==> src/core/prc_pkg.sv <==
// Package for the presettable ripple counter: widths, reset values, stage limits.
// Assumes a single clock domain; nothing here is tied to a bus.
package prc_pkg;

    localparam int unsigned COUNT_WIDTH   = 4;
    localparam int unsigned UPPER_WIDTH   = 3;

    // Last value of the second stage before it wraps
    localparam logic [2:0]  UPPER_LAST_DECADE = 3'h4;
    localparam logic [2:0]  UPPER_LAST_BINARY = 3'h7;
    localparam logic [2:0]  UPPER_ZERO        = 3'h0;
    localparam logic [2:0]  UPPER_ONE         = 3'h1;

    // Reset values
    localparam logic        LOWER_RESET       = 1'h0;
    localparam logic [2:0]  UPPER_RESET       = 3'h0;
    // Stage clocks idle high, so a first low after reset is seen as an edge only if it was high first
    localparam logic        STAGE_CLK_IDLE    = 1'h1;
    // Edge detection stays disarmed until one enabled sample has been taken
    localparam logic        ARMED_RESET       = 1'h0;
    localparam logic        ARMED_SET         = 1'h1;

    // Counter state: first stage in bit 0, second stage in bits 3..1
    typedef struct packed {
        logic [2:0] upper;
        logic       lower;
    } prc_count_t;

    localparam prc_count_t COUNT_RESET = '{upper: UPPER_RESET, lower: LOWER_RESET};

endpackage

==> src/core/prc_counter.sv <==
// Presettable 4-bit counter with a divide-by-two first stage and a separate
// divide-by-five (decade build) or divide-by-eight (binary build) second stage.
// Assumes all inputs, including both stage clocks, are synchronous to core_clk_i
// and that each stage clock holds each level for at least one core_clk_i cycle.
//
// Summary of operation
// RULE1 - Each stage advances only on a falling edge of its own clock input.
// RULE2 - First clock drives the single-bit stage; second clock drives the three-bit stage.
// RULE3 - Decade build, bit 0 feeding second clock: counts 0 to 9, then 0.
// RULE4 - Decade build, bit 3 feeding first clock: bi-quinary 0-4 low, 5-9 high.
// RULE5 - Decade build: first stage divides by two, second stage by five.
// RULE6 - Bi-quinary: first-stage output is a symmetric square wave at clock/10.
// RULE7 - Binary build: divide by two, four, eight, or sixteen when cascaded.
// RULE8 - Binary build, bit 0 feeding second clock: counts 0 to 15, then 0.
// RULE9 - While preset strobe is low, each output follows its preset data input.
// RULE10 - Low on the common clear input forces all four outputs low.
// RULE11 - Clear wins over preset when both are active.
// RULE12 - Clock edges are ignored during preset; counting resumes from loaded value.
`timescale 1ns/1ns
`default_nettype none

module prc_counter #(
    parameter bit DECADE_MODE = 1'b1
) (
    input  wire logic              core_clk_i,
    input  wire logic              rst_n_i,
    input  wire logic              clk_en_i,
    input  wire logic              first_stage_clk_n_i,
    input  wire logic              second_stage_clk_n_i,
    input  wire logic              preset_strobe_n_i,
    input  wire logic              clear_all_n_i,
    input  wire prc_pkg::prc_count_t preset_value_i,
    output var  prc_pkg::prc_count_t count_value_o
);

    // Edge history of the two stage clocks
    logic                first_clk_q;
    logic                first_clk_d;
    logic                second_clk_q;
    logic                second_clk_d;

    // Arming flag for the edge detectors
    logic                armed_q;
    logic                armed_d;

    // Counter state
    prc_pkg::prc_count_t count_q;
    prc_pkg::prc_count_t count_d;

    // Flat views for the per-bit selection
    logic [3:0]          count_flat;
    logic [3:0]          preset_flat;
    logic [3:0]          reset_flat;
    logic [3:0]          counted_flat;
    logic [3:0]          select_flat;

    // Operating mode decode
    wire logic clear_active;
    wire logic preset_active;
    wire logic count_active;

    assign clear_active  = ~clear_all_n_i;                          // RULE10 RULE11
    assign preset_active = clear_all_n_i & ~preset_strobe_n_i;      // RULE9 RULE11
    assign count_active  = clear_all_n_i & preset_strobe_n_i;       // RULE12

    // Edge history follows the pins on every enabled cycle, even during preset or clear
    assign first_clk_d  = first_stage_clk_n_i;
    assign second_clk_d = second_stage_clk_n_i;

    // History cannot hold a pin level in reset, so the first sample only arms
    // the detectors; a clock that is already low at release is not an edge
    assign armed_d = prc_pkg::ARMED_SET;

    // Falling-edge detectors; rising edges produce nothing
    wire logic first_fall_raw;
    wire logic second_fall_raw;
    wire logic first_fall;
    wire logic second_fall;

    assign first_fall_raw  = first_clk_q & ~first_stage_clk_n_i;   // RULE1
    assign second_fall_raw = second_clk_q & ~second_stage_clk_n_i; // RULE1
    assign first_fall      = armed_q & first_fall_raw;             // RULE1 RULE2
    assign second_fall     = armed_q & second_fall_raw;            // RULE1 RULE2

    // First stage: a plain toggle on its own clock
    wire logic lower_toggled;
    wire logic lower_next;

    assign lower_toggled = ~count_q.lower;                                  // RULE5 RULE7
    assign lower_next    = first_fall ? lower_toggled : count_q.lower;      // RULE5 RULE6 RULE7

    // Second stage: five states in the decade build, eight in the binary build
    wire logic [2:0] upper_last;
    wire logic       upper_at_last;
    wire logic       upper_past_last;
    wire logic       upper_wrap;
    wire logic [2:0] upper_plus_one;
    wire logic [2:0] upper_inc;
    wire logic [2:0] upper_next;

    assign upper_last = DECADE_MODE ? prc_pkg::UPPER_LAST_DECADE
                                    : prc_pkg::UPPER_LAST_BINARY;           // RULE5 RULE7

    assign upper_at_last   = (count_q.upper == upper_last);                 // RULE3 RULE8
    // Out-of-range preset values in the decade build fall back to zero rather than run on
    assign upper_past_last = (count_q.upper > upper_last);
    assign upper_wrap      = upper_at_last | upper_past_last;               // RULE3 RULE4 RULE8

    assign upper_plus_one  = count_q.upper + prc_pkg::UPPER_ONE;
    // Wrap of the top bit is what clocks the first stage in bi-quinary use
    assign upper_inc       = upper_wrap ? prc_pkg::UPPER_ZERO
                                        : upper_plus_one;                   // RULE4 RULE6

    assign upper_next = second_fall ? upper_inc : count_q.upper;           // RULE2 RULE7

    // Flattened views for the per-bit selection below
    assign count_flat   = count_q;
    assign preset_flat  = preset_value_i;
    assign reset_flat   = prc_pkg::COUNT_RESET;
    assign counted_flat = {upper_next, lower_next};

    // Clear over preset over counting, chosen bit by bit
    generate
        for (genvar bit_idx = 0; bit_idx < 4; bit_idx++) begin : g_bit_sel
            wire logic bit_counted;
            wire logic bit_loaded;
            wire logic bit_cleared;

            assign bit_counted = count_active  & counted_flat[bit_idx];     // RULE12
            assign bit_loaded  = preset_active & preset_flat[bit_idx];      // RULE9
            assign bit_cleared = clear_active  & reset_flat[bit_idx];       // RULE10 RULE11

            assign select_flat[bit_idx] = bit_counted | bit_loaded | bit_cleared;
        end
    endgenerate

    assign count_d = select_flat;

    // Arming flag
    always_ff @(posedge core_clk_i or negedge rst_n_i) begin
        if (!rst_n_i) begin
            armed_q <= prc_pkg::ARMED_RESET;
        end else if (clk_en_i) begin
            armed_q <= armed_d;
        end
    end

    // First-stage clock history
    always_ff @(posedge core_clk_i or negedge rst_n_i) begin
        if (!rst_n_i) begin
            first_clk_q <= prc_pkg::STAGE_CLK_IDLE;
        end else if (clk_en_i) begin
            first_clk_q <= first_clk_d;
        end
    end

    // Second-stage clock history
    always_ff @(posedge core_clk_i or negedge rst_n_i) begin
        if (!rst_n_i) begin
            second_clk_q <= prc_pkg::STAGE_CLK_IDLE;
        end else if (clk_en_i) begin
            second_clk_q <= second_clk_d;
        end
    end

    // Counter state; a low enable freezes it together with the history
    always_ff @(posedge core_clk_i or negedge rst_n_i) begin
        if (!rst_n_i) begin
            count_q <= prc_pkg::COUNT_RESET;
        end else if (clk_en_i) begin
            count_q <= count_d;
        end
    end

    // Outputs straight from the flip-flops
    assign count_value_o = count_q;

    // Unused OR reduction of the flat copy, kept as an any-bit-set view of the state
    wire logic count_any;
    assign count_any = |count_flat;

endmodule

`default_nettype wire

==> config.mk <==
export PLATFORM = sky130hd
export DESIGN_NAME = prc_counter
export DESIGN_NICKNAME = d
export VERILOG_FILES = /design/src/core/prc_pkg.sv /design/src/core/prc_counter.sv
export SDC_FILE = /design/constraint.sdc
export NUM_CORES = 1
export LEC_CHECK = 0
export BUFFER_PORTS_ARGS = -buffer_cell sky130_fd_sc_hd__buf_4
export CORE_AREA = 2 2 39 41
export CTS_BUF_LIST = sky130_fd_sc_hd__clkbuf_16
export DETAILED_ROUTE_END_ITERATION = 8
export DIE_AREA = 0 0 41 43
export GPL_TIMING_DRIVEN = 0
export PLACE_DENSITY = 0.65
export SLEW_MARGIN = 20
export SYNTH_ARGS = -nofsm -noshare
export SYNTH_HDL_FRONTEND = slang
export SYNTH_SLANG_ARGS = --single-unit
==> constraint.sdc <==
create_clock -name core_clk_i -period 2.7 [get_ports core_clk_i]
set_input_delay 0.27 -clock core_clk_i [delete_from_list [all_inputs] [get_ports core_clk_i]]
set_output_delay 0.27 -clock core_clk_i [all_outputs]
set_load 0.05 [all_outputs]
==> impl_metrics.json, run 1 <==
{
  "relSlewSlack_pct": 85.3,
  "dr_total_vias": 347,
  "timing.final.max_slew_violations": 0,
  "core_um2": 1380,
  "gp_congestion": 0.644,
  "n_antenna_cell": 0,
  "h-tree-depth": 1,
  "ioPinCount": 15,
  "drv_cap": 0,
  "yosysSeqAreaShare_pct": 43.2,
  "fin_crit_ns": 1.19,
  "cts_tree": "done",
  "finClkSkew_ns": 0.00108,
  "rsz0062_at_grt": "no",
  "clock_latency_ns": 0.23,
  "drt_wl_total_um": 801,
  "cts_root_buffer": "clkbuf_16",
  "drtIter0Drc": 4,
  "postCtsResizedCells": 0,
  "final_min_period_over_clock_period_pct": 44.1,
  "path_delay_family": "flip-flops",
  "antenna_found_initial": 0,
  "die_w_um": 41,
  "ant_nets": 0,
  "hold_violations": 0,
  "synth_area_um2": 412,
  "rrSetupSlack_ns": 1.51,
  "dp_hpwl_um": 629,
  "setup_viol": 0,
  "worstMarginPinSlew_ns": 0.220,
  "place_area_um2": 537,
  "avgSynthCellArea_um2": 11.1,
  "criticalPathCategory": "reg2reg",
  "slowest_stage": "dfrtp_1",
  "holdWs_ns": 0.279,
  "crit_fanout": 5,
  "drive_above_1_share_pct": 39.3,
  "grt_pass1_wl_um": 1230,
  "crit_path_cell_trace": "inv_1 > ha_1 > nand4b_1 > o2bb2ai_1 > a22o_1",
  "synth-seq-cells": 7,
  "first_global_vias": 314,
  "grt_max_degree": 11,
  "synth_area_leader_cell": "dfrtp_1",
  "overflow": 0,
  "cts_sinks": 7,
  "post-route-cell-area_um2": 626,
  "clkTransAtPathRegs_ns": 0.04,
  "finalSetupTns_ns": 0,
  "hold_class": "in2reg",
  "synth_xor_area_share_pct": 0,
  "clockBufferDepth": 2,
  "synth_cells": 37,
  "area_growth_pct": 52.0,
  "rows": 14,
  "syn_nets": 50,
  "crit_arrival_ns": 1.30,
  "critPathBufInv": 1,
  "dieArea_um2": 1760,
  "crit_start": "count_value_o[1]$_DFFE_PN0P_",
  "start_kind": "flip-flop",
  "fin_nets": 70,
  "synth_top_family_by_area": "simple AND/OR/NAND/NOR gates",
  "start_util_pct": 29.7,
  "synth_cell_types": 21,
  "muxShareOfSynthArea_pct": 7.90,
  "grt_usage_pct": 10.7,
  "yosys.area_share.simple_pct": 20.4,
  "p_leak_uw": 0.000287,
  "ys_warn_count": 0,
  "cpPeakStageDelay_ns": 0.40,
  "cts_made_buffers": 3,
  "worstHoldStart": "second_stage_clk_n_i",
  "cp.required_ns": 2.81,
  "r2r_start": "count_value_o[1]$_DFFE_PN0P_",
  "die_h_um": 43,
  "status": "finished, final reports clean",
  "synthTopCellsByArea": "dfrtp_1 (30%), dfstp_2 (13%), a22o_1 (6.4%)",
  "synth_compound_area_share_pct": 19.5,
  "wl_per_cell_um": 11.1,
  "dr.pass1.iters": 3,
  "post-cts-setup-buffers": 0,
  "p_per_area_nw_per_um2": 723,
  "synth_top_area_share_pct": 30.4,
  "fmax_mhz": 841,
  "ir_worst_vdd_mv": 0.513,
  "drc": 0,
  "end_kind": "flip-flop",
  "numPortBuffers": 14,
  "via_per_inst": 4.82,
  "synthAdderAreaFrac_pct": 6.08
}
==> per-stage QoR <==
stage | cells | total power [µW] | util (%) | setup slack, ns
final | 72 | 452 | 45.2 | 1.51
after global routing | 72 | 476 | 45.2 | 1.43
after detailed placement | 67 | 208 | 38.8 | 1.51
after CTS | 72 | 460 | 45.2 | 1.50
after floorplan | 37 | 176 | - | 1.24
after global placement | 67 | 207 | 38.8 | 1.51
==> cells in the mapped netlist <==
library cell,n
mux2_1,1
o211ai_1,1
mux2_2,1
o21ai_1,1
buf_2,1
o2bb2ai_1,2
nand4b_1,2
o31ai_2,1
nor2b_1,4
a31oi_1,1
a22o_1,3
dfstp_2,2
inv_1,2
dfrtp_1,5
mux2i_1,1
o21ai_0,1
ha_1,2
nand2_1,1
or2_1,1
nand3b_1,3
and3b_1,1
==> kinds of logic after synthesis <==
logic type	Yosys count
AOI/OAI and AO/OA	10
and+or+nand+nor	12
DFF	7
buffers and inverters	3
muxes	3
adders and majority gates	2
==> repair_timing <==
action,CTS,global route
hold buffers,1,0
endpoints found under the setup margin,0,0
hold endpoints to repair,5,0
==> worst reg2reg max path, delay by kind of cell (launching register included) <==
family / cells / cell delay, ns
fa+ha+maj: 1 / 0.29
simple gates: 1 / 0.08
flops: 1 / 0.40
buf+inv: 1 / 0.06
compound gates: 2 / 0.24
==> worst paths after layout <==
| kind | endpoint | cells past startpoint |
|---|---|---|
| max reg2reg | count_value_o[2]$_DFFE_PN0P_ | 5 |
| max | count_value_o[2]$_DFFE_PN0P_ | 5 |
| min reg2reg | armed_q$_DFFE_PN0P_ | 1 |
| min | second_clk_q$_DFFE_PN1P_ | 2 |
| max in group asynchronous | second_clk_q$_DFFE_PN1P_ | 2 |
| min in group asynchronous | count_value_o[2]$_DFFE_PN0P_ | 2 |
==> cells in the final DEF, fill, tap and decap left out <==
cell and instances:
o21ai_1 1, clkbuf_16 3, dfstp_2 2, nand4b_1 2, o211ai_1 1, or2_1 1
inv_1 3, mux2_2 1, nand2_1 1, nor2b_1 4, dlygate4sd3_1 1, buf_4 14
mux2_1 1, buf_2 1, o31ai_2 1, a22o_1 3, and3b_1 1, ha_1 2
mux2i_1 1, o21ai_0 1, dfrtp_1 5, nand3b_1 3, a31oi_1 1, o2bb2ai_1 2
==> flip-flops by register name (all words and copies together), names as in the netlist <==
register,count
count_value_o,4
armed_q,1
first_clk_q,1
second_clk_q,1
==> layout make-up <==
cell class              count  area (µm²)
inverters                   2        7.51
clock inverters             1        3.75
multi-input cells          27         221
repair buffers             15         115
clock buffers               3        75.1
plain buffers               1        5.00
fillers                   132         758
well taps                  16        20.0
flip-flops and latches      7         178
==> power breakdown <==
group          total (µW)  switching, µW  internal (µW)
sequential            126           8.84            117
clock                 245           52.6            192
combinational        81.1           45.3           35.8
total                 452            107            345
==> layer usage <==
layer | GRT usage (%) | vias up | routed length [µm]
li1 | - | 176 | -
met1 | 12.8 | 162 | 355
met3 | 7.85 | 0 | 54
met4 | 2.00 | 0 | 0
met2 | 15.3 | 9 | 391
met5 | 0 | - | 0
Note: power is estimated with default switching activity, not from simulation.
==> run 2: changes to the inputs <==
- clock period: 2.7 -> 1.2 ns (I/O delays scaled with it)
==> run 2 against run 1 <==
Via count up 2.3%. Highest routed layer unchanged. Die area unchanged. Clock power up 130%. Clock skew up 0.0023 ns. Largest cell class unchanged. Maximum frequency up 4.5%. Global-route usage up 0.61 points.
==> impl_metrics.json, run 2 (synthesis results as in run 1) <==
{
  "status": "finished, final reports clean",
  "final_min_period_over_clock_period_pct": 94.9,
  "drc": 0,
  "criticalPathCategory": "reg2reg",
  "seqPwrFrac_pct": 27.3,
  "holdWs_ns": 0.123,
  "layout_common_cells": "buf_4 (15), nor2b_1 (4)",
  "seqCellArea_um2": 180,
  "clockBufferDepth": 2,
  "p_sw_share_pct": 24.5,
  "n_antenna_cell": 0,
  "worstMarginPinSlew_ns": 0.239,
  "whs_path_depth": 2,
  "area_growth_pct": 59.3,
  "clkTransAtPathRegs_ns": 0.04,
  "p_int_uw": 792,
  "comb_power_share_pct": 18.9,
  "drive_above_1_share_pct": 52.6,
  "r2r_start": "second_clk_q$_DFFE_PN1P_",
  "end_kind": "flip-flop",
  "hold_class": "in2reg",
  "ant_nets": 0,
  "dr_total_vias": 355,
  "gp_congestion": 0.643,
  "grt_max_degree": 11,
  "finalSetupTns_ns": 0,
  "die_w_um": 41,
  "finClkSkew_ns": 0.00342,
  "antenna_found_initial": 0,
  "fillers": 132,
  "hold_path_end": "second_clk_q$_DFFE_PN1P_",
  "drv_cap": 0,
  "wl_per_cell_um": 11.3,
  "multi_input_area_um2": 240,
  "utilization_pct": 47.4,
  "largest_reg_flops": 4,
  "post-place-ws_ns": 0.0409,
  "clock_latency_ns": 0.23,
  "clkPwrFrac_pct": 53.8,
  "crit_path_cell_trace": "and3b_1 > o21ai_1 > a22o_1",
  "worstHoldStart": "second_stage_clk_n_i",
  "dr.pass1.iters": 2,
  "slowest_stage": "dfstp_2",
  "overflow": 0,
  "cts_tree": "done",
  "hold_violations": 0,
  "ir_worst_vdd_mv": 0.947,
  "via_per_inst": 4.86,
  "dieArea_um2": 1760,
  "r2r_cells": 3,
  "rrSetupSlack_ns": 0.06,
  "fmax_mhz": 878,
  "r2r_end": "count_value_o[2]$_DFFE_PN0P_",
  "rows": 14,
  "cp.required_ns": 1.31,
  "first_global_vias": 310,
  "p_per_area_nw_per_um2": 1600,
  "grt_usage_pct": 11.3,
  "fin_nets": 71,
  "place_area_um2": 539,
  "cts_root_buffer": "clkbuf_16",
  "final_common_cell": "buf_4",
  "drtIter0Drc": 5,
  "setup_viol": 0,
  "post-route-cell-area_um2": 656,
  "p_switching_uw": 257,
  "start_kind": "flip-flop",
  "ioPinCount": 15,
  "core_um2": 1380,
  "crit_arrival_ns": 1.25,
  "start_util_pct": 29.7,
  "crit_fanout": 3,
  "cts_sinks": 7,
  "h-tree-depth": 1,
  "p_leak_uw": 0.000290,
  "drt_wl_total_um": 828,
  "dp_hpwl_um": 644,
  "layout_setup_ws_ns": 0.0614,
  "numPortBuffers": 14,
  "relSlewSlack_pct": 84.0,
  "die_h_um": 43,
  "timing.final.max_slew_violations": 0,
  "cts_made_buffers": 3,
  "cpPeakStageDelay_ns": 0.52,
  "fin_crit_ns": 1.14,
  "grt_pass1_wl_um": 1260
}
==> run 2: cell types whose count changed in the layout (fill, tap and decap cells not counted), sizes merged <==
cell	change
inv	-1
buf	+1
clkinv	+1
==> run 2: how the worst max path moves through the flow <==
| stage | cells past startpoint | slack (ns) | start | end |
|---|---|---|---|---|
| final | 3 | 0.06 | second_clk_q$_DFFE_PN1P_ | count_value_o[2]$_DFFE_PN0P_ |
| after global routing | 5 | -0.002 | count_value_o[2]$_DFFE_PN0P_ | count_value_o[2]$_DFFE_PN0P_ |
| after CTS | 5 | 0.04 | count_value_o[1]$_DFFE_PN0P_ | count_value_o[2]$_DFFE_PN0P_ |
| after detailed placement | 5 | 0.04 | count_value_o[1]$_DFFE_PN0P_ | count_value_o[2]$_DFFE_PN0P_ |
| after global placement | 5 | 0.06 | count_value_o[1]$_DFFE_PN0P_ | count_value_o[2]$_DFFE_PN0P_ |
| after floorplan | 5 | -0.08 | count_value_o[2]$_DFFE_PN0P_ | count_value_o[2]$_DFFE_PN0P_ |
==> run 2: power groups by stage <==
stage | Sequential [µW] | Clock [µW] | Combinational, µW
5_1_grt | 291 | 596 | 214
3_3_place_gp | 289 | 0 | 181
4_1_cts | 288 | 580 | 186
3_5_place_dp | 291 | 0 | 183
6_report | 286 | 564 | 198
2_1_floorplan | 337 | 0 | 63.0
==> run 2: what timing repair did <==
item                                    CTS  global route
resized for setup                         0             2
endpoints found under the setup margin    0             1
endpoints found under the hold margin     7             0
buffers inserted                          0             1
hold buffers                              1             0
==> run 2: per-layer routing <==
layer  up-vias  share of wire, %  wire (µm)  track usage, %
met2        10                45        375            15.3
met1       168                47        387            12.8
li1        177                 -          -               -
met5         -                 0          0               0
met4         0                 0          0            4.00
met3         0               8.0         66            9.42
==> run 2: final cells by class <==
class                   instances  share of cell area (%)
clock buffers                   3                    11.5
flip-flops and latches          7                    27.5
well taps                      16                    3.05
plain buffers                   1                   0.763
inverters                       2                    1.15
repair buffers                 16                    18.7
clock inverters                 1                   0.763
multi-input cells              27                    36.6
==> run 2: through the flow <==
step,std cells,power (µW)
after CTS,72,1050
final,73,1050
after floorplan,37,400
after global placement,67,470
after detailed placement,67,474
after global routing,73,1100
==> run 2: worst max-delay path, delay by kind of cell (launching register included) <==
kind	cells	cell delay, ns
DFF	1	0.52
AOI/OAI and AO/OA	2	0.33
and+or+nand+nor	1	0.17
